$ cat config.mk
export PLATFORM = sky130hd
export DESIGN_NAME = vaoc_top
export DESIGN_NICKNAME = d
export VERILOG_FILES = /design/src/verilog/vaoc_top.v
export VERILOG_INCLUDE_DIRS = /design/src /design/src/verilog
export SDC_FILE = /design/constraint.sdc
export NUM_CORES = 1
export LEC_CHECK = 0
export ABC_AREA = 1
export BUFFER_PORTS_ARGS = -buffer_cell sky130_fd_sc_hd__buf_2
export CAP_MARGIN = 20
export CORE_AREA = 3 3 158 160
export DETAILED_ROUTE_END_ITERATION = 10
export DIE_AREA = 0 0 161 163
export GPL_TIMING_DRIVEN = 0
export PLACE_DENSITY = 0.81
export SLEW_MARGIN = 10
export SYNTH_ARGS = -nofsm -noshare
export SYNTH_HDL_FRONTEND = slang
export SYNTH_SLANG_ARGS = --single-unit
$ cat constraint.sdc
create_clock -name CLK -period 2.6 [get_ports CLK]
set_input_delay 0.39 -clock CLK [delete_from_list [all_inputs] [get_ports CLK]]
set_output_delay 0.39 -clock CLK [all_outputs]
set_load 0.02 [all_outputs]
$ cat src/verilog/vaoc_defines.vh
// Constants for the video converter output control block.
`ifndef VAOC_DEFINES_VH
`define VAOC_DEFINES_VH

// Pixel word and pipeline geometry.
`define VAOC_WORD_W        16
`define VAOC_PIPE_N        8
`define VAOC_TAP_ADC_ONLY  3'h6
`define VAOC_TAP_CDS       3'h7
`define VAOC_FIFO_DEPTH    4
`define VAOC_FIFO_AW       2

// Positions in the synchronised control bundle.
`define VAOC_SYNC_W        10
`define VAOC_S_ENA_ADC     0
`define VAOC_S_ENA_CDS     1
`define VAOC_S_ENA_PIXEL   2
`define VAOC_S_ENA_VREF    3
`define VAOC_S_ADC_CLK     4
`define VAOC_S_CAL_ENA     5
`define VAOC_S_CAL_START   6
`define VAOC_S_SCL         7
`define VAOC_S_SDA         8
`define VAOC_S_SCAN_MODE   9

// Reset level of each bundle bit equals the pad pull: enables other than ENA_CDS pulled up, the rest down,
// SCL and SDA idle high on the bus.
`define VAOC_SYNC_RST      10'h18D

// Calibration length in conversion-clock rising edges.
`define VAOC_CAL_W         12
`define VAOC_CAL_CYCLES    12'h400

// Calibration states, one-hot.
`define VAOC_CAL_IDLE      3'h1
`define VAOC_CAL_RUN       3'h2
`define VAOC_CAL_END       3'h4

// Two-wire address detector states, one-hot, and address layout.
`define VAOC_I2C_IDLE      4'h1
`define VAOC_I2C_ADDR      4'h2
`define VAOC_I2C_ACK       4'h4
`define VAOC_I2C_WAIT      4'h8
`define VAOC_I2C_ADDR_HI   3'h0
`define VAOC_I2C_BITS      4'h8

`endif

$ cat src/verilog/vaoc_top.v
// Output control of the video converter: conversion pipeline, word FIFO, pixel bus, calibration.
//
// Behaviour
// - Each sample leaves as a 16-bit unsigned word, bit 0 least significant.
// - With the double sampler in use, the word is valid 8.5 conversion clocks later.
// - Converter-only configuration gives the word 8 conversion clocks after the sample.
// - Bus enable high drives the pixel bus; low releases it to high impedance.
// - The 16 data lines and the word strobe are enabled and released together.
// - Reset low stops all activity and forces every control flip-flop to its default; pipeline and FIFO data registers are not reset.
// - During and after reset data, strobe, done and scan out are 0, SDA released.
// - Nothing converts unless the converter enable is asserted.
// - Double sampler enable picks its output; otherwise the direct video code is used.
// - Reference blocks are powered only while the reference enable is asserted.
// - A calibration mode, apart from operation, self-calibrates converter linearity.
// - Calibration enable and trigger start calibration; done output reports completion.
// - Slave address comes from four straps, most significant first, 00h to 0Fh.
// - Undriven enables default high except the double sampler enable, which defaults low; reset defaults high; clocks, calibration, scan default low.
// - Words are unsigned binary, full scale FFFFh, bottom scale 0000h.
`timescale 1ns/1ps
`include "vaoc_defines.vh"

////////////////////////////////////////////////////////////////////////////////
module vaoc_fifo #(
  parameter W  = 16,
  parameter D  = 4,
  parameter AW = 2
) (
  input  wire         clk,
  input  wire         rst_n,
  input  wire         clear,
  input  wire [W-1:0] in_data,
  input  wire         in_valid,
  output wire         in_ready,
  output wire [W-1:0] out_data,
  output wire         out_valid,
  input  wire         out_ready
);
  reg [W-1:0]  mem [0:D-1];
  reg [AW-1:0] wr_ptr;
  reg [AW-1:0] rd_ptr;
  reg [AW:0]   count;
  wire         do_push;
  wire         do_pop;

  assign in_ready  = (count != D[AW:0]);
  assign out_valid = (count != {(AW+1){1'b0}});
  assign out_data  = mem[rd_ptr];
  assign do_push   = in_valid & in_ready;
  assign do_pop    = out_valid & out_ready;

  always @(posedge clk)
  begin
    if (do_push)
    begin
      mem[wr_ptr] <= in_data;
    end
  end

  always @(posedge clk)
  begin
    if (!rst_n || clear)
    begin
      wr_ptr <= {AW{1'b0}};
      rd_ptr <= {AW{1'b0}};
      count  <= {(AW+1){1'b0}};
    end
    else
    begin
      if (do_push)
      begin
        wr_ptr <= wr_ptr + 1'b1;
      end
      if (do_pop)
      begin
        rd_ptr <= rd_ptr + 1'b1;
      end
      if (do_push && !do_pop)
      begin
        count <= count + 1'b1;
      end
      else if (do_pop && !do_push)
      begin
        count <= count - 1'b1;
      end
    end
  end
endmodule

////////////////////////////////////////////////////////////////////////////////
module vaoc_top (
  input  wire        CLK,
  input  wire        RST_N,
  input  wire        ENA_ADC,
  input  wire        ENA_CDS,
  input  wire        ENA_PIXEL,
  input  wire        ENA_VREF,
  input  wire        ADC_CLK,
  input  wire        SAMPLER_CLK,
  input  wire        CAL_ENA,
  input  wire        CAL_START,
  input  wire        SCAN_MODE,
  input  wire [15:0] VIDEO_CODE,
  input  wire [15:0] CDS_CODE,
  input  wire [3:0]  I2C_ADDR_STRAP,
  input  wire        SCL,
  input  wire        SDA_IN,
  output reg         SDA_OUT,
  output reg         SDA_OE,
  output reg  [15:0] PIXEL_OUT,
  output reg         PIXEL_STROBE,
  output reg         PIXEL_OE,
  output reg         CAL_DONE,
  output reg         CAL_BUSY,
  output reg         ADC_POWER_ON,
  output reg         CDS_POWER_ON,
  output reg         CDS_SELECT,
  output reg         VREF_POWER_ON,
  output reg         SCAN_OUT
);
  // The sampler clock is timed against the analog sampler only; the digital side never reads it.

  reg  [`VAOC_SYNC_W-1:0]  sync1;
  reg  [`VAOC_SYNC_W-1:0]  sync2;
  reg  [`VAOC_WORD_W-1:0]  video1;
  reg  [`VAOC_WORD_W-1:0]  video2;
  reg  [`VAOC_WORD_W-1:0]  cds1;
  reg  [`VAOC_WORD_W-1:0]  cds2;
  reg  [3:0]               strap1;
  reg  [3:0]               strap2;
  reg                      adc_prev;
  reg                      scl_prev;
  reg                      sda_prev;
  wire                     ena_adc;
  wire                     ena_cds;
  wire                     ena_pixel;
  wire                     adc_rise;
  wire                     adc_fall;
  wire                     scl_s;
  wire                     sda_s;

  ////////////////////////////////////////////////////////////////////////////////
  // Every pin read, except reset, is synchronised; reset values mirror the pad pulls.
  always @(posedge CLK)
  begin
    if (!RST_N)
    begin
      sync1    <= `VAOC_SYNC_RST;
      sync2    <= `VAOC_SYNC_RST;
      video1   <= {`VAOC_WORD_W{1'b0}};
      video2   <= {`VAOC_WORD_W{1'b0}};
      cds1     <= {`VAOC_WORD_W{1'b0}};
      cds2     <= {`VAOC_WORD_W{1'b0}};
      strap1   <= 4'h0;
      strap2   <= 4'h0;
      adc_prev <= 1'b0;
      scl_prev <= 1'b1;
      sda_prev <= 1'b1;
    end
    else
    begin
      sync1    <= {SCAN_MODE, SDA_IN, SCL, CAL_START, CAL_ENA, ADC_CLK,
                   ENA_VREF, ENA_PIXEL, ENA_CDS, ENA_ADC};
      sync2    <= sync1;
      video1   <= VIDEO_CODE;
      video2   <= video1;
      cds1     <= CDS_CODE;
      cds2     <= cds1;
      strap1   <= I2C_ADDR_STRAP;
      strap2   <= strap1;
      adc_prev <= sync2[`VAOC_S_ADC_CLK];
      scl_prev <= scl_s;
      sda_prev <= sda_s;
    end
  end

  assign ena_adc   = sync2[`VAOC_S_ENA_ADC];
  assign ena_cds   = sync2[`VAOC_S_ENA_CDS];
  assign ena_pixel = sync2[`VAOC_S_ENA_PIXEL];
  assign scl_s     = sync2[`VAOC_S_SCL];
  assign sda_s     = sync2[`VAOC_S_SDA];
  assign adc_rise  = sync2[`VAOC_S_ADC_CLK] & ~adc_prev;
  assign adc_fall  = ~sync2[`VAOC_S_ADC_CLK] & adc_prev;

  ////////////////////////////////////////////////////////////////////////////////
  // Calibration sequencer, counted in conversion-clock rising edges.
  reg  [2:0]             cal_state;
  reg  [`VAOC_CAL_W-1:0] cal_count;
  reg                    start_prev;
  wire                   cal_trigger;
  wire                   run;

  assign cal_trigger = sync2[`VAOC_S_CAL_ENA] & sync2[`VAOC_S_CAL_START] & ~start_prev;
  assign run         = ena_adc & ~cal_state[1];

  always @(posedge CLK)
  begin
    if (!RST_N)
    begin
      cal_state  <= `VAOC_CAL_IDLE;
      cal_count  <= {`VAOC_CAL_W{1'b0}};
      start_prev <= 1'b0;
      CAL_DONE   <= 1'b0;
      CAL_BUSY   <= 1'b0;
    end
    else
    begin
      start_prev <= sync2[`VAOC_S_CAL_START];
      case (cal_state)
        `VAOC_CAL_IDLE, `VAOC_CAL_END:
        begin
          if (cal_trigger && ena_adc)
          begin
            cal_state <= `VAOC_CAL_RUN;
            cal_count <= {`VAOC_CAL_W{1'b0}};
            CAL_DONE  <= 1'b0;
            CAL_BUSY  <= 1'b1;
          end
        end
        `VAOC_CAL_RUN:
        begin
          // Losing the converter enable abandons the run without claiming success.
          if (!ena_adc)
          begin
            cal_state <= `VAOC_CAL_IDLE;
            CAL_BUSY  <= 1'b0;
          end
          else if (adc_rise)
          begin
            if (cal_count == `VAOC_CAL_CYCLES - 1'b1)
            begin
              cal_state <= `VAOC_CAL_END;
              CAL_DONE  <= 1'b1;
              CAL_BUSY  <= 1'b0;
            end
            else
            begin
              cal_count <= cal_count + 1'b1;
            end
          end
        end
        default:
        begin
          cal_state <= `VAOC_CAL_IDLE;
          CAL_BUSY  <= 1'b0;
        end
      endcase
    end
  end

  ////////////////////////////////////////////////////////////////////////////////
  // Conversion pipeline. A sample enters on a rising edge and reaches the FIFO one edge
  // before it is due at the pins, so the FIFO normally holds a single word.
  reg  [`VAOC_WORD_W-1:0] pipe [0:`VAOC_PIPE_N-1];
  reg  [`VAOC_PIPE_N-1:0] pipe_v;
  wire [`VAOC_WORD_W-1:0] sample;
  wire [2:0]              tap;
  wire                    tap_v;
  wire                    push_valid;
  wire                    push_ready;
  wire                    shift;
  wire [`VAOC_WORD_W-1:0] fifo_data;
  wire                    fifo_valid;
  wire                    pop;
  wire                    out_evt;

  assign sample     = ena_cds ? cds2 : video2;
  assign tap        = ena_cds ? `VAOC_TAP_CDS : `VAOC_TAP_ADC_ONLY;
  assign tap_v      = pipe_v[tap];
  assign push_valid = adc_rise & run & tap_v;
  // A full FIFO freezes the pipeline; the samples arriving meanwhile are not taken.
  assign shift      = adc_rise & run & (push_ready | ~tap_v);

  always @(posedge CLK)
  begin
    if (!RST_N || !run)
    begin
      pipe_v <= {`VAOC_PIPE_N{1'b0}};
    end
    else if (shift)
    begin
      pipe_v <= {pipe_v[`VAOC_PIPE_N-2:0], 1'b1};
    end
  end

  always @(posedge CLK)
  begin
    if (shift)
    begin
      pipe[0] <= sample;
    end
  end

  genvar g;
  generate
    for (g = 1; g < `VAOC_PIPE_N; g = g + 1)
    begin : g_stage
      always @(posedge CLK)
      begin
        if (shift)
        begin
          pipe[g] <= pipe[g-1];
        end
      end
    end
  endgenerate

  vaoc_fifo #(
    .W  (`VAOC_WORD_W),
    .D  (`VAOC_FIFO_DEPTH),
    .AW (`VAOC_FIFO_AW)
  ) u_fifo (
    .clk       (CLK),
    .rst_n     (RST_N),
    .clear     (~run),
    .in_data   (pipe[tap]),
    .in_valid  (push_valid),
    .in_ready  (push_ready),
    .out_data  (fifo_data),
    .out_valid (fifo_valid),
    .out_ready (pop)
  );

  // Words leave on the rising edge, or half a period later behind the double sampler.
  assign out_evt = ena_cds ? adc_fall : adc_rise;
  // A released bus stalls draining, so up to four words wait in the FIFO and more in the frozen pipeline.
  assign pop     = out_evt & ena_pixel & run & fifo_valid;

  ////////////////////////////////////////////////////////////////////////////////
  // Pixel bus and power controls.
  always @(posedge CLK)
  begin
    if (!RST_N)
    begin
      PIXEL_OUT     <= {`VAOC_WORD_W{1'b0}};
      PIXEL_STROBE  <= 1'b0;
      PIXEL_OE      <= 1'b0;
      ADC_POWER_ON  <= 1'b0;
      CDS_POWER_ON  <= 1'b0;
      CDS_SELECT    <= 1'b0;
      VREF_POWER_ON <= 1'b0;
      SCAN_OUT      <= 1'b0;
    end
    else
    begin
      PIXEL_OE      <= ena_pixel;
      ADC_POWER_ON  <= ena_adc;
      CDS_POWER_ON  <= ena_adc & ena_cds;
      CDS_SELECT    <= ena_cds;
      VREF_POWER_ON <= sync2[`VAOC_S_ENA_VREF];
      SCAN_OUT      <= 1'b0;
      if (pop)
      begin
        PIXEL_OUT    <= fifo_data;
        PIXEL_STROBE <= ~PIXEL_STROBE;
      end
    end
  end

  ////////////////////////////////////////////////////////////////////////////////
  // Two-wire slave address detector: acknowledges its own strapped address only.
  reg  [3:0] i2c_state;
  reg  [7:0] i2c_shift;
  reg  [3:0] i2c_bits;
  wire       i2c_start;
  wire       i2c_stop;
  wire       scl_rise;
  wire       scl_fall;
  wire [6:0] my_addr;

  assign i2c_start = scl_s & scl_prev & sda_prev & ~sda_s;
  assign i2c_stop  = scl_s & scl_prev & ~sda_prev & sda_s;
  assign scl_rise  = scl_s & ~scl_prev;
  assign scl_fall  = ~scl_s & scl_prev;
  assign my_addr   = {`VAOC_I2C_ADDR_HI, strap2};

  always @(posedge CLK)
  begin
    if (!RST_N)
    begin
      i2c_state <= `VAOC_I2C_IDLE;
      i2c_shift <= 8'h00;
      i2c_bits  <= 4'h0;
      SDA_OUT   <= 1'b0;
      SDA_OE    <= 1'b0;
    end
    else if (i2c_start)
    begin
      i2c_state <= `VAOC_I2C_ADDR;
      i2c_bits  <= 4'h0;
      SDA_OE    <= 1'b0;
    end
    else if (i2c_stop)
    begin
      i2c_state <= `VAOC_I2C_IDLE;
      SDA_OE    <= 1'b0;
    end
    else
    begin
      case (i2c_state)
        `VAOC_I2C_IDLE:
        begin
          SDA_OE <= 1'b0;
        end
        `VAOC_I2C_ADDR:
        begin
          if (scl_rise)
          begin
            i2c_shift <= {i2c_shift[6:0], sda_s};
            i2c_bits  <= i2c_bits + 1'b1;
          end
          else if (scl_fall && i2c_bits == `VAOC_I2C_BITS)
          begin
            if (i2c_shift[7:1] == my_addr)
            begin
              i2c_state <= `VAOC_I2C_ACK;
              SDA_OE    <= 1'b1;
            end
            else
            begin
              i2c_state <= `VAOC_I2C_WAIT;
            end
          end
        end
        `VAOC_I2C_ACK:
        begin
          if (scl_fall)
          begin
            i2c_state <= `VAOC_I2C_WAIT;
            SDA_OE    <= 1'b0;
          end
        end
        `VAOC_I2C_WAIT:
        begin
          SDA_OE <= 1'b0;
        end
        default:
        begin
          i2c_state <= `VAOC_I2C_IDLE;
          SDA_OE    <= 1'b0;
        end
      endcase
    end
  end
endmodule

* Yosys cells after proc, flatten, opt, wreduce, memory -nomap -nowiden
Memories as Yosys holds them, arrays and structs flattened. A register that Yosys moved wholly into a read port is not among the register bits.
Cells that the tools add are included.
** Word-level totals
- Memory bits (writable) :: 192
- Input port bits :: 49
- Latch bits :: 0
- Register bits after elaboration :: 149
- Output and inout port bits :: 27
- Logic and storage cells :: 172
- Memory bits (read-only) :: 0
- Memories kept :: 2
** Memories
- pipe :: words 8, bits a word 16, rd ports 8, clocked after memory_dff 0, write ports 8, line vaoc_top.v:253 : reg [`VAOC_WORD_W-1:0] pipe [0:`VAOC_PIPE_N-1];
- u_fifo.mem :: words 4, bits a word 16, rd ports 1, clocked after memory_dff 1, write ports 1, line vaoc_top.v:38 : reg [W-1:0] mem [0:D-1];
** Cells by class
- Multipliers :: 0
- Mux-type cells :: 43
- Order comparisons :: 1
- Add/sub/neg operators :: 6
- Reductions and logical operators :: 26
- Div/mod/pow operators :: 0
- Shifts and indexed selects :: 0
- Bitwise operators :: 37
- Equality and inequality tests :: 26
** Operators with widths (number)
- 12-bit 2-to-1 mux :: 4
- 12-bit case mux with 2 select lines :: 1
- 1-bit bitwise AND :: 21
- 1-bit 2-to-1 mux :: 19
- 3-bit 2-to-1 mux :: 6
- 2-bit != test (second input constant) :: 9
- 16-bit 2-to-1 mux :: 1
- 4-bit 2-to-1 mux :: 4
- 4-bit AND reduction :: 4
- 1-bit NOT :: 15
- 12-bit by 1-bit adder with 12-bit output (second input constant) :: 1
- 12-bit by 10-bit == test with 1-bit output (second input constant) :: 1
- 4-bit != test (second input constant) :: 3
- 4-bit case mux with 3 select lines :: 1
- 5-bit AND reduction :: 2
- 3-bit != test (second input constant) :: 3
- 4-bit == test (second input constant) :: 2
- 7-bit by 4-bit == test with 1-bit output :: 1
- 1-bit case mux with 2 select lines :: 3
- 3-bit case mux with 2 select lines :: 1
- 3-bit AND reduction :: 2
- 2-bit OR reduction :: 3
- 1-bit logical NOT :: 5
- 2-bit by 1-bit adder with 2-bit output (second input constant) :: 2
- 19 further kinds :: 25

* Logic depth before layout (Yosys ltp)
Gate-level depths: netlist of the first run.
- Depth after elaboration :: 10
- Gate-level depth with buffers :: 12
- Gate-level depth less buffers :: 12

* Cells and area by module
From an unflattened synthesis of the first run, not the netlist that was laid out.
** Second synthesis, totals
- Cells, all modules :: 1158
- Area total of the unflattened synthesis :: 12645.9 um^2
** By module, submodules not included
- vaoc_top :: cells an instance 934, instances 1, area each 9790.6 um^2, sequential area each 6986.7 um^2
- vaoc_fifo :: cells an instance 224, instances 1, area each 2855.2 um^2, sequential area each 2102.0 um^2

* Least setup slack after synthesis of the first run
No wires, ideal clock.
- Path kind :: register to register
- From :: register cal_state[1]
- To :: memory pipe[0][0] (netlist bit), enable pin
- Buffers on the path :: 0
- Cell stages (with the launch flop) :: 6
- Library setup time :: 0.427 ns
- Slack :: -0.163 ns
- Arrival time :: 2.336 ns
- Path through :: dfxtp_1 inv_2 nand2_1 nor2_1 nand2_1 inv_2
** RTL lines
- from (decl) :: line vaoc_top.v:186 : reg [2:0] cal_state;
- from (signal assigned) :: line vaoc_top.v:199 : cal_state <= `VAOC_CAL_IDLE;
- from (signal assigned) :: line vaoc_top.v:213 : cal_state <= `VAOC_CAL_RUN;
- from (signal assigned) :: line vaoc_top.v:224 : cal_state <= `VAOC_CAL_IDLE;
- to (decl) :: line vaoc_top.v:253

* Worst setup path in the final report of the first run
- From :: register cal_state[1]
- To :: register u_fifo.count[2]
** Between the ends
- Cells in the longest elaborated chain, start to end :: 8
- Elaborated cells on any way between the ends :: 16
- Those cells by class :: mux (1); bitwise (9); reduce/logical (6)
** RTL lines
- 1-bit NOT * :: line vaoc_top.v:193 : assign run = ena_adc & ~cal_state[1];
- 1-bit bitwise AND * :: line vaoc_top.v:193
- 1-bit bitwise AND * (2 in a row) :: line vaoc_top.v:269 : assign push_valid = adc_rise & run & tap_v;
- 1-bit bitwise AND * :: line vaoc_top.v:48 : assign do_push = in_valid & in_ready;
- via u_fifo.do_push :: line vaoc_top.v:42 : wire do_push;
- 1-bit logical NOT :: line vaoc_top.v:81 : else if (do_pop && !do_push)
- 1-bit logical AND :: line vaoc_top.v:81
- 2-bit nonzero test (no source line)
- to (signal assigned) :: line vaoc_top.v:65 : count <= {(AW+1){1'b0}};
- to (signal assigned) :: line vaoc_top.v:79 : count <= count + 1'b1;
- to (signal assigned) :: line vaoc_top.v:83 : count <= count - 1'b1;
- to (decl) :: line vaoc_top.v:41 : reg [AW:0] count;
The timed path passes the listed nets; every way through them passes the cells marked *.
A chain may end at the register's enable or synchronous reset.

==> summary.txt, run 1 <==
Run status
  – Status: finished clean

Timing
  – Worst-margin pin slew: about 950 ps
  – Final worst setup slack: 186 ps
  – Rel. slew slack: a little over a third
  – Final Cycle Share: between 90% and 100%
  – Max Fclk: about 410 MHz
  – Post-route minimum period: 2410 ps
  – Unrepaired setup endpoints after global routing: no
  – Final slew viol count: 0
  – Setup Skew: slightly above 9 ps
  – Final setup fails: 0
  – Final Hold Viols: 0
  – Setup TNS: 0 ps

Placement
  – Post-detail-place hpwl: between 10000 and 15000 um
  – Dpl ws: around 230 ps
  – Port Buf Inserts: 71
  – DP Cell Count: 1549
  – Placer congestion estimate: 0.786

Final layout
  – Post-route insts no fill: between 1500 and 2000
  – Layout cell share with drive strength beyond 1: roughly 15%
  – Filler instances: 1800
  – Nets@finish: 1324
  – Area Overhead vs Synth: 14.9%
  – Ant diodes: 0

Yosys
  – Register bit total from synthesis: about 360
  – Syn Area/Cell: ~11 um^2
  – Cell with the most instances after synthesis: nand2_1
  – Asr flop ratio synth: 0%
  – Post-synthesis sequential area ratio: 71.4%
  – Multiplexer share of the synthesized area: less than 1%
  – Synth Area in Adders: less than 1%
  – Xor and xnor area share after synthesis: less than 1%
  – Post-Synth Simple-Gate Area: 15.7%
  – Synthesized instance count: approximately 1200
  – Largest family of logic cells by synthesized area: simple AND/OR/NAND/NOR gates
  – Predominant post-synthesis flop cell: edfxtp_1
  – Area share of the largest cell type after synthesis: ~45%
  – Post-synthesis cell area: approximately 13000 um^2
  – Total of warnings raised by yosys: 0
  – EDFF count, synth: about 190
  – Post-synth top cells: nand2_1, edfxtp_1, dfxtp_1
  – Cell variety after synth: 37
  – Largest area contributor in the netlist: edfxtp_1
  – Synth area leaders: edfxtp_1, dfxtp_1, nand2_1
  – Compound-gate portion of the synthesized area: ~5.5%

Setup path
  – Worst path required time: about 3000 ps
  – CP Capture Type: flop
  – Critical path startpoint category: flop
  – WS Path Type: reg -> reg
  – Crit path DAT: between 2000 and 3000 ps
  – Worst Path Max Fanout: 9

Min path
  – Worst min-delay path class: in -> reg

Floorplanning
  – Core Area: between 20000 and 25000 um^2
  – Initial core utilization: between 50% and 60%
  – Num ports: 76
  – Die height: approximately 160 um
  – Die W: around 160 um
  – Cell Rows: between 50 and 60
  – Total die area: 26200 um^2

Clock network
  – TritonCTS clock tree: built
  – Clock root cell: clkbuf_16
  – Cts hold-fix bufs: 0
  – Post-CTS Setup Inserts: 0
  – H-tree depth: 2
  – Clock Sinks: 356
  – # resized after CTS: 0
  – Clock Latency Late Sink: between 500 and 600 ps
  – CTS Buf Count: 34
  – Clk slew on worst S/H paths: approximately 60 ps
  – Clock Path Buffers: 3

Global routing
  – Initial antenna violation count: 0
  – All-Layer GR Usage: ~17%
  – Global-route wire length before repair: 36400 um
  – Vias in the first global route: roughly 7500
  – Largest net degree at the start of global routing: 83
  – Total gr overflow: 0

Route
  – DR pass1 iterations: 5
  – Final WL: ~22000 um
  – Routed WL per cell: 13.9 um
  – Post-route ant nets: 0
  – Via Count: between 7000 and 8000
  – Initial drt markers: roughly 600
  – Vias per cell: 4.84
  – Remaining DRCs: 0

Flow run
  – Max Cap Viol: 0

Power and ir drop
  – Logic pwr share: approximately a tenth
  – Peak VDD IR: about 500 uV
  – LEAKAGE: ~6.2 nW
  – Power density cells: between 800 and 900 nW/um^2
  – Net Sw Frac: between 20% and 30%
  – Clk network pwr share: between 30% and 40%
  – Sequential Power Share: between 50% and 60%
  – Internal power: around 0.0093 W
  – Switching power: 0.00290 W
[final timing paths]
path	to	slack, ps	cells past startpoint	startpoint
worst min-delay path	cds1[4]	50	3	CDS_CODE[4]
worst min register to register	cds2[3]	410	2	cds1[3]
worst max-delay path	u_fifo.count[2]	190	12	cal_state[1]
worst max register to register	u_fifo.count[2]	190	12	cal_state[1]
[routing by layer]
layer  global-route usage [%]  part of all wire, %
met5                        0                    0
met4                     6.88                  2.6
met2                     29.9                   49
met3                     3.15                  5.4
met1                     21.6                   43
[cell type report]
type / count / area [um^2] / area share [%]
sequential: 356 / 9050 / 62.1
buffer: 42 / 201 / 1.38
inverter: 148 / 561 / 3.85
timing repair buffer: 72 / 383 / 2.63
clock inverter: 15 / 136 / 0.936
multi-input combinational: 612 / 2890 / 19.8
clock buffer: 47 / 952 / 6.54
tap: 319 / 399 / 2.74
[critical path: stages, from the launching register on]
cell and delay, ps:
dfxtp_1 350, inv_2 120, nand2_1 90, nor2_1 160, nand3_1 340, inv_1 140, ha_1 150, inv_1 70
fa_1 380, a21oi_1 140, o21ai_0 120, o21ai_0 170, a21oi_1 60
[cells by family after synthesis]
| kind of cell | after synthesis |
|---|---|
| buffers and inverters | 190 |
| muxes | 1 |
| other | 1 |
| DFF | 356 |
| AOI/OAI and AO/OA | 126 |
| xor gates and xnor gates | 6 |
| adders and majority gates | 9 |
| and+or+nand+nor | 468 |
[power by group through the flow]
stage               clock [W]  combinational, W  sequential [W]
floorplan                   0          0.000841         0.00639
global placement            0           0.00110         0.00639
detailed placement          0           0.00116         0.00640
CTS                   0.00488           0.00116         0.00628
global route          0.00511           0.00130         0.00630
finish                0.00478           0.00116         0.00628
[state kept, by name, indices dropped and copies added (netlist names), 12 cells and up]
| signal | count |
|---|---|
| pipe | 128 |
| video2 | 16 |
| cds1 | 16 |
| cal_count | 12 |
| u_fifo.mem | 64 |
| cds2 | 16 |
| video1 | 16 |
| PIXEL_OUT | 16 |
[placed cells by master (no fill, tap or decap), types with 2 or more instances in the layout]
cell / instances
clkinv_2: 4
edfxtp_1: 192
xnor2_1: 2
nand2_1: 269
a21oi_1: 25
nor3_1: 6
inv_6: 2
buf_1: 4
bufinv_16: 2
nand2_2: 13
o21bai_1: 5
nor2_4: 4
nor2_8: 2
nor2_1: 116
nor2_2: 9
buf_4: 4
a31oi_1: 16
nand4_1: 8
xor2_1: 4
ha_1: 8
a21oi_2: 8
nand3_4: 2
inv_1: 141
nand3_1: 26
clkinv_1: 7
inv_2: 5
clkbuf_1: 34
o21ai_0: 70
nor3b_1: 2
dfxtp_1: 164
conb_1: 2
clkbuf_16: 36
or2_2: 10
buf_2: 79
[metrics by stage]
step	utilization (%)	hold WS, ps	total power [W]	area (um^2)
3_3_place_gp	57.1	392	0.00749	13400
5_1_grt	61.9	41.6	0.0127	14600
3_5_place_dp	57.3	395	0.00755	13500
4_1_cts	61.9	26.4	0.0123	14600
2_1_floorplan	-	390	0.00724	12700
6_report	61.9	51.2	0.0122	14600
No activity file was read; power rests on OpenSTA's default activity.
==> run 2, diff against run 1 <==
--- a/config.mk
+++ b/config.mk
@@ -9,11 +9,11 @@
 export ABC_AREA = 1
 export BUFFER_PORTS_ARGS = -buffer_cell sky130_fd_sc_hd__buf_2
 export CAP_MARGIN = 20
-export CORE_AREA = 3 3 158 160
+export CORE_AREA = 3 3 207 209
 export DETAILED_ROUTE_END_ITERATION = 10
-export DIE_AREA = 0 0 161 163
+export DIE_AREA = 0 0 210 212
 export GPL_TIMING_DRIVEN = 0
-export PLACE_DENSITY = 0.81
+export PLACE_DENSITY = 0.53
 export SLEW_MARGIN = 10
 export SYNTH_ARGS = -nofsm -noshare
 export SYNTH_HDL_FRONTEND = slang
==> constraint.sdc (replaced) <==
create_clock -name CLK -period 3.04 [get_ports CLK]
set_input_delay 0.456 -clock CLK [delete_from_list [all_inputs] [get_ports CLK]]
set_output_delay 0.456 -clock CLK [all_outputs]
set_load 0.02 [all_outputs]
==> run 2 against run 1 <==
Against the previous run:
- register-to-register slack better by 480 ps
- count of clock-buffer cells in the layout up 7
- non-clock buffer count up 3
- worst setup slack better by 480 ps
- die area up 70%
- hold slack better by 57 ps
- power down 8.9%
- global-route usage down 6.6 points
- sequential cell count unchanged
- critical endpoint unchanged
- largest cell class unchanged
==> summary.txt, run 2 (same netlist as run 1, synthesis figures left out) <==
Power and ir drop
  – Peak VDD IR: 315 uV (was 492 uV)
  – LEAKAGE: 6.36 nW (was 6.22 nW)
  – Power density cells: 736 nW/um^2 (was 838 nW/um^2)

Global routing
  – Global-route wire length before repair: 37900 um (was 36400 um)
  – Total gr overflow: 0 (unchanged)
  – Largest net degree at the start of global routing: 94 (was 83)
  – Initial antenna violation count: 0 (unchanged)
  – Vias in the first global route: 7370 (was 7521)
  – All-Layer GR Usage: 10.7% (was 17.3%)

Final layout
  – Ant diodes: 0 (unchanged)
  – Filler instances: 4062 (was 1800)
  – Largest register FFs: 128 (unchanged)
  – Reg with most FFs: pipe (unchanged)
  – Most common cell after layout, fill and taps aside: nand2_1 (unchanged)
  – Nets@finish: 1331 (was 1324)
  – Post-route insts no fill: 1835 (was 1611)
  – Most frequent cells in the layout: nand2_1, edfxtp_1, dfxtp_1 (unchanged)
  – Top flop regs: pipe x128, u_fifo.mem x64 (unchanged)
  – Layout cell share with drive strength beyond 1: 15.7% (was 14.6%)
  – Area Overhead vs Synth: 19.2% (was 14.9%)

Min path
  – Hold wc startpoint: CDS_CODE[5] (was CDS_CODE[4])
  – Hold depth: 3 (unchanged)
  – Worst min-delay path class: in -> reg (unchanged)
  – Worst Hold End: cds1[5] (was cds1[4])

Timing
  – Final slew viol count: 0 (unchanged)
  – Final Hold Viols: 0 (unchanged)
  – Unrepaired setup endpoints after global routing: no (unchanged)
  – Final Cycle Share: 78.0% (was 92.9%)
  – Worst-margin pin slew: 902 ps (was 952 ps)
  – Max Fclk: 422 MHz (was 414 MHz)
  – Setup Skew: 12.3 ps (was 9.22 ps)
  – Final setup fails: 0 (unchanged)
  – Post-route minimum period: 2370 ps (was 2410 ps)
  – Final worst setup slack: 669 ps (was 186 ps)
  – Setup TNS: 0 ps (unchanged)
  – Rel. slew slack: 39.8% (was 36.5%)

Clock network
  – Post-CTS Setup Inserts: 0 (unchanged)
  – TritonCTS clock tree: built (unchanged)
  – # resized after CTS: 0 (unchanged)
  – Clk slew on worst S/H paths: 60 ps (about the same)
  – Clock Sinks: 356 (unchanged)
  – H-tree depth: 2 (unchanged)
  – Clock Path Buffers: 3 (unchanged)
  – CTS Buf Count: 38 (was 34)
  – Cts hold-fix bufs: 0 (unchanged)
  – Clock root cell: clkbuf_16 (unchanged)
  – Clock Latency Late Sink: 520 ps (was 510 ps)

Route
  – Remaining DRCs: 0 (unchanged)
  – Initial drt markers: 395 (was 611)
  – Routed WL per cell: 12.8 um (was 13.9 um)
  – Post-route ant nets: 0 (unchanged)
  – Via Count: 7584 (was 7790)
  – DR pass1 iterations: 4 (was 5)
  – Final WL: 23600 um (was 22400 um)
  – Vias per cell: 4.13 (was 4.84)

Floorplanning
  – Total die area: 44500 um^2 (was 26200 um^2)
  – Cell Rows: 74 (was 56)
  – Num ports: 76 (unchanged)
  – Die height: 212 um (was 163 um)
  – Initial core utilization: 30.9% (was 53.9%)
  – Die W: 210 um (was 161 um)
  – Core Area: 41000 um^2 (was 23500 um^2)

Flow run
  – Max Cap Viol: 0 (unchanged)

Setup path
  – WS Path Type: reg -> reg (unchanged)
  – CP Capture Type: flop (unchanged)
  – Flop2flop setup slack: 670 ps (was 190 ps)
  – Worst path required time: 3450 ps (was 3000 ps)
  – Crit path DAT: 2780 ps (was 2810 ps)
  – Worst Path Max Fanout: 9 (unchanged)
  – Critical path startpoint category: flop (unchanged)
  – R2R Path Start: cal_state[1] (unchanged)
  – Reg2reg end: u_fifo.count[2] (unchanged)
  – R2R depth: 12 (unchanged)

Placement
  – Dpl ws: 608 ps (was 232 ps)
  – Post-detail-place hpwl: 15700 um (was 14200 um)
  – Port Buf Inserts: 71 (unchanged)
  – Placer congestion estimate: 0.756 (was 0.786)
  – DP Cell Count: 1765 (was 1549)

Run status
  – Status: finished clean (unchanged)
run 2: where the power goes:
part | leakage (nW) | internal [W] | switching [W]
combinational | 2.62 | 0.000310 | 0.000686
clock | 0.650 | 0.00295 | 0.00182
sequential | 3.09 | 0.00528 | 0.0000839
total | 6.36 | 0.00854 | 0.00259
run 2: routing by layer:
layer	vias to the layer above	share of wire (%)	track usage, %
li1	3972	-	-
met1	3433	46	13.7
met2	137	47	18.0
met3	42	4.8	2.26
met4	0	2.4	3.74
met5	-	0	0
run 2: worst max path at each step:
stage	start	to	slack, ps	cells after the start
2_1_floorplan	cal_state[1]	pipe[0][0]	280	5
6_report	cal_state[1]	u_fifo.count[2]	670	12
3_5_place_dp	RST_N	sync2[1]	610	6
5_1_grt	cal_state[1]	u_fifo.count[2]	400	12
3_3_place_gp	cal_state[1]	pipe[5][13]	-310	5
4_1_cts	cal_state[1]	u_fifo.count[2]	680	12
run 2: layout make-up:
class / count / area (um^2) / area share, %
flip-flops and latches: 356 / 9050 / 59.9
multi-input cells: 612 / 2890 / 19.1
clock buffers: 54 / 1090 / 7.23
well taps: 532 / 666 / 4.41
inverters: 148 / 561 / 3.71
repair buffers: 75 / 424 / 2.81
clock inverters: 16 / 229 / 1.52
plain buffers: 42 / 201 / 1.33
run 2: worst max-delay path: stages (launching register included):
cell and delay [ps]:
dfxtp_1 340, inv_2 110, nand2_1 90, nor2_1 180, nand3_1 330, inv_1 140, ha_1 140, inv_1 60
fa_1 380, a21oi_1 140, o21ai_0 120, o21ai_0 180, a21oi_1 60
run 2: stage by stage:
stage | hold WS (ps) | cell area [um^2] | power [W] | util (%)
floorplan | 390 | 12700 | 0.00619 | -
CTS | 75.3 | 15100 | 0.0113 | 36.8
global placement | 393 | 13700 | 0.00646 | 33.4
finish | 108 | 15100 | 0.0111 | 36.8
global route | 90.7 | 15100 | 0.0116 | 36.8
detailed placement | 397 | 13800 | 0.00648 | 33.6
==> run 3, diff against run 2 <==
--- a/config.mk
+++ b/config.mk
@@ -13,7 +13,7 @@
 export DETAILED_ROUTE_END_ITERATION = 10
 export DIE_AREA = 0 0 210 212
 export GPL_TIMING_DRIVEN = 0
-export PLACE_DENSITY = 0.53
+export PLACE_DENSITY = 0.54
 export SLEW_MARGIN = 10
 export SYNTH_ARGS = -nofsm -noshare
 export SYNTH_HDL_FRONTEND = slang
==> constraint.sdc (replaced) <==
create_clock -name CLK -period 2.01 [get_ports CLK]
set_input_delay 0.3015 -clock CLK [delete_from_list [all_inputs] [get_ports CLK]]
set_output_delay 0.3015 -clock CLK [all_outputs]
set_load 0.02 [all_outputs]
==> run 3 against run 2 <==
Against the previous run:
- global-route usage up 0.27 points
- largest power group unchanged
- highest routed layer unchanged
- die area did not move
- critical endpoint is now u_fifo.count[1]
- utilization is 1.5 points higher
- combinational power up 64%
- clock skew decreased by 0.87 ps
- register-to-register slack lost 610 ps
- critical path depth decreased by 3
- power up 52%
- clock power up 49%
- worst setup slack got worse by 610 ps
- sequential cell count unchanged
==> summary.txt, run 3 (same netlist as run 1, synthesis figures left out) <==
Global routing
  – Total gr overflow: 0 (unchanged)
  – Vias in the first global route: 7654 (was 7370)
  – Global-route wire length before repair: 39100 um (was 37900 um)
  – All-Layer GR Usage: 10.9% (was 10.7%)
  – Largest net degree at the start of global routing: 136 (was 94)
  – Initial antenna violation count: 0 (unchanged)

Final layout
  – Nets@finish: 1388 (was 1331)
  – Post-route insts no fill: 1892 (was 1835)
  – Layout cell share with drive strength beyond 1: 17.1% (was 15.7%)
  – Largest register FFs: 128 (unchanged)
  – Most common cell after layout, fill and taps aside: nand2_1 (unchanged)
  – Reg with most FFs: pipe (unchanged)
  – Post-route core utilization: 38.3% (was 36.8%)
  – Ant diodes: 0 (unchanged)
  – Most frequent cells in the layout: nand2_1, edfxtp_1, dfxtp_1 (unchanged)
  – Top flop regs: pipe x128, u_fifo.mem x64 (unchanged)
  – Area Overhead vs Synth: 24.0% (was 19.2%)

Placement
  – Post-detail-place hpwl: 15700 um (about the same)
  – Port Buf Inserts: 71 (unchanged)
  – Dpl ws: -248 ps (was 608 ps)
  – DP Cell Count: 1765 (unchanged)
  – Placer congestion estimate: 0.759 (was 0.756)

Timing
  – Setup TNS: 0 ps (unchanged)
  – Final worst setup slack: 57.0 ps (was 669 ps)
  – Final setup fails: 0 (unchanged)
  – Final slew viol count: 0 (unchanged)
  – Rel. slew slack: 44.0% (was 39.8%)
  – Unrepaired setup endpoints after global routing: yes (was no)
  – Final Hold Viols: 0 (unchanged)
  – Post-route minimum period: 1950 ps (was 2370 ps)
  – Setup Skew: 11.5 ps (was 12.3 ps)
  – Worst-margin pin slew: 839 ps (was 902 ps)
  – Max Fclk: 512 MHz (was 422 MHz)
  – Final Cycle Share: 97.2% (was 78.0%)

Setup path
  – Worst path required time: 2440 ps (was 3450 ps)
  – CP Capture Type: flop (unchanged)
  – Crit path DAT: 2380 ps (was 2780 ps)
  – Critical-path top delay cell: dfxtp_1 (was fa_1)
  – WS Path Type: reg -> reg (unchanged)
  – R2R Path Start: u_fifo.count[0] (was cal_state[1])
  – CP bufs+invs: 3 (unchanged)
  – Crit-path cells: inv_1 -> nand3_1 -> nand4_1 -> ha_2 -> inv_2 -> fa_1 -> mux2_2 -> nand2_1 -> inv_1 (was inv_2 -> nand2_1 -> nor2_1 -> nand3_1 -> inv_1 -> ha_1 -> inv_1 -> fa_1 -> a21oi_1 -> o21ai_0 -> o21ai_0 -> a21oi_1)
  – Worst Path Max Fanout: 3 (was 9)
  – Critical path startpoint category: flop (unchanged)
  – Top cell by count, worst path: inv_1
  – Critical Path Start: u_fifo.count[0] (was cal_state[1])
  – CP max stage delay: 410 ps (was 380 ps)
  – CP top delay family: adder cells (was simple AND/OR/NAND/NOR gates)

Route
  – Vias per cell: 4.18 (was 4.13)
  – Initial drt markers: 502 (was 395)
  – Final WL: 24200 um (was 23600 um)
  – Remaining DRCs: 0 (unchanged)
  – DR pass1 iterations: 4 (unchanged)
  – Via Count: 7915 (was 7584)
  – Post-route ant nets: 0 (unchanged)
  – Routed WL per cell: 12.8 um (about the same)

Clock network
  – Clock Sinks: 356 (unchanged)
  – Clock Path Buffers: 3 (unchanged)
  – Clock root cell: clkbuf_16 (unchanged)
  – Clk slew on worst S/H paths: 60 ps (about the same)
  – TritonCTS clock tree: built (unchanged)
  – CTS Buf Count: 38 (unchanged)
  – H-tree depth: 2 (unchanged)
  – Clock Latency Late Sink: 540 ps (was 520 ps)

Power and ir drop
  – Sequential Power Share: 48.1% (was 48.2%)
  – Clk network pwr share: 42.3% (was 42.9%)
  – Switching power: 0.00402 W (was 0.00259 W)
  – Logic pwr share: 9.6% (was 8.9%)
  – LEAKAGE: 6.60 nW (was 6.36 nW)
  – Power density cells: 1070 nW/um^2 (was 736 nW/um^2)
  – Peak VDD IR: 508 uV (was 315 uV)
  – Net Sw Frac: 23.8% (was 23.3%)
  – Power Total: 0.0169 W (was 0.0111 W)
  – Internal power: 0.0129 W (was 0.00854 W)

Floorplanning
  – Die height: 212 um (unchanged)
  – Initial core utilization: 30.9% (unchanged)
  – Num ports: 76 (unchanged)
  – Cell Rows: 74 (unchanged)
  – Die W: 210 um (unchanged)
  – Total die area: 44500 um^2 (unchanged)
  – Core Area: 41000 um^2 (unchanged)

Run status
  – Status: finished clean (unchanged)

Min path
  – Worst min-delay path class: in -> reg (unchanged)
  – Hold wc startpoint: RST_N (was CDS_CODE[5])

Flow run
  – Max Cap Viol: 0 (unchanged)
[run 3: repair_timing]
action,in CTS,in global routing
setup buffers,10,2
setup endpoints to repair,137,163
pin swaps,4,3
endpoints found under the hold margin,45,0
hold buffers,45,0
gates resized for setup,12,15
[run 3: worst paths after layout]
check | slack (ps) | cells past startpoint | endpoint
worst max-delay path | 60 | 9 | u_fifo.count[1]
worst min-delay path | 160 | 3 | ADC_POWER_ON
worst max register to register | 60 | 9 | u_fifo.count[1]
worst min register to register | 410 | 2 | cds2[11]
[run 3: final cells by class]
| class | count | area, um^2 |
|---|---|---|
| Fill cell | 3981 | 25300 |
| Sequential cell | 356 | 9050 |
| Multi-Input combinational cell | 612 | 2950 |
| Clock buffer | 52 | 1100 |
| Timing Repair Buffer | 132 | 941 |
| Tap cell | 532 | 666 |
| Inverter | 148 | 587 |
| Clock inverter | 18 | 220 |
| Buffer | 42 | 208 |
[run 3: per-stage QoR]
stage / hold slack, ps / cell area (um^2)
global route: 174 / 15700
global placement: 397 / 13700
floorplan: 390 / 12700
finish: 157 / 15700
detailed placement: 395 / 13800
CTS: 145 / 15700
[run 3: routing by layer]
layer	GRT usage, %	wire length, um	up-vias
met5	0	0	-
met4	3.88	606	0
met3	2.23	1110	47
met2	18.4	11300	154
met1	14.1	11100	3628
li1	-	-	4086
[run 3: power groups by stage]
stage / Combinational (W) / Clock (W) / Sequential [W]
after floorplan: 0.00109 / 0 / 0.00827
after global placement: 0.00150 / 0 / 0.00826
after detailed placement: 0.00151 / 0 / 0.00827
after CTS: 0.00162 / 0.00737 / 0.00812
after global routing: 0.00186 / 0.00765 / 0.00815
final: 0.00163 / 0.00713 / 0.00812
[run 3: worst min-delay path: cells and delay by family]
family	cells	cell delay, ps
buf+inv	2	200
simple gates	1	140
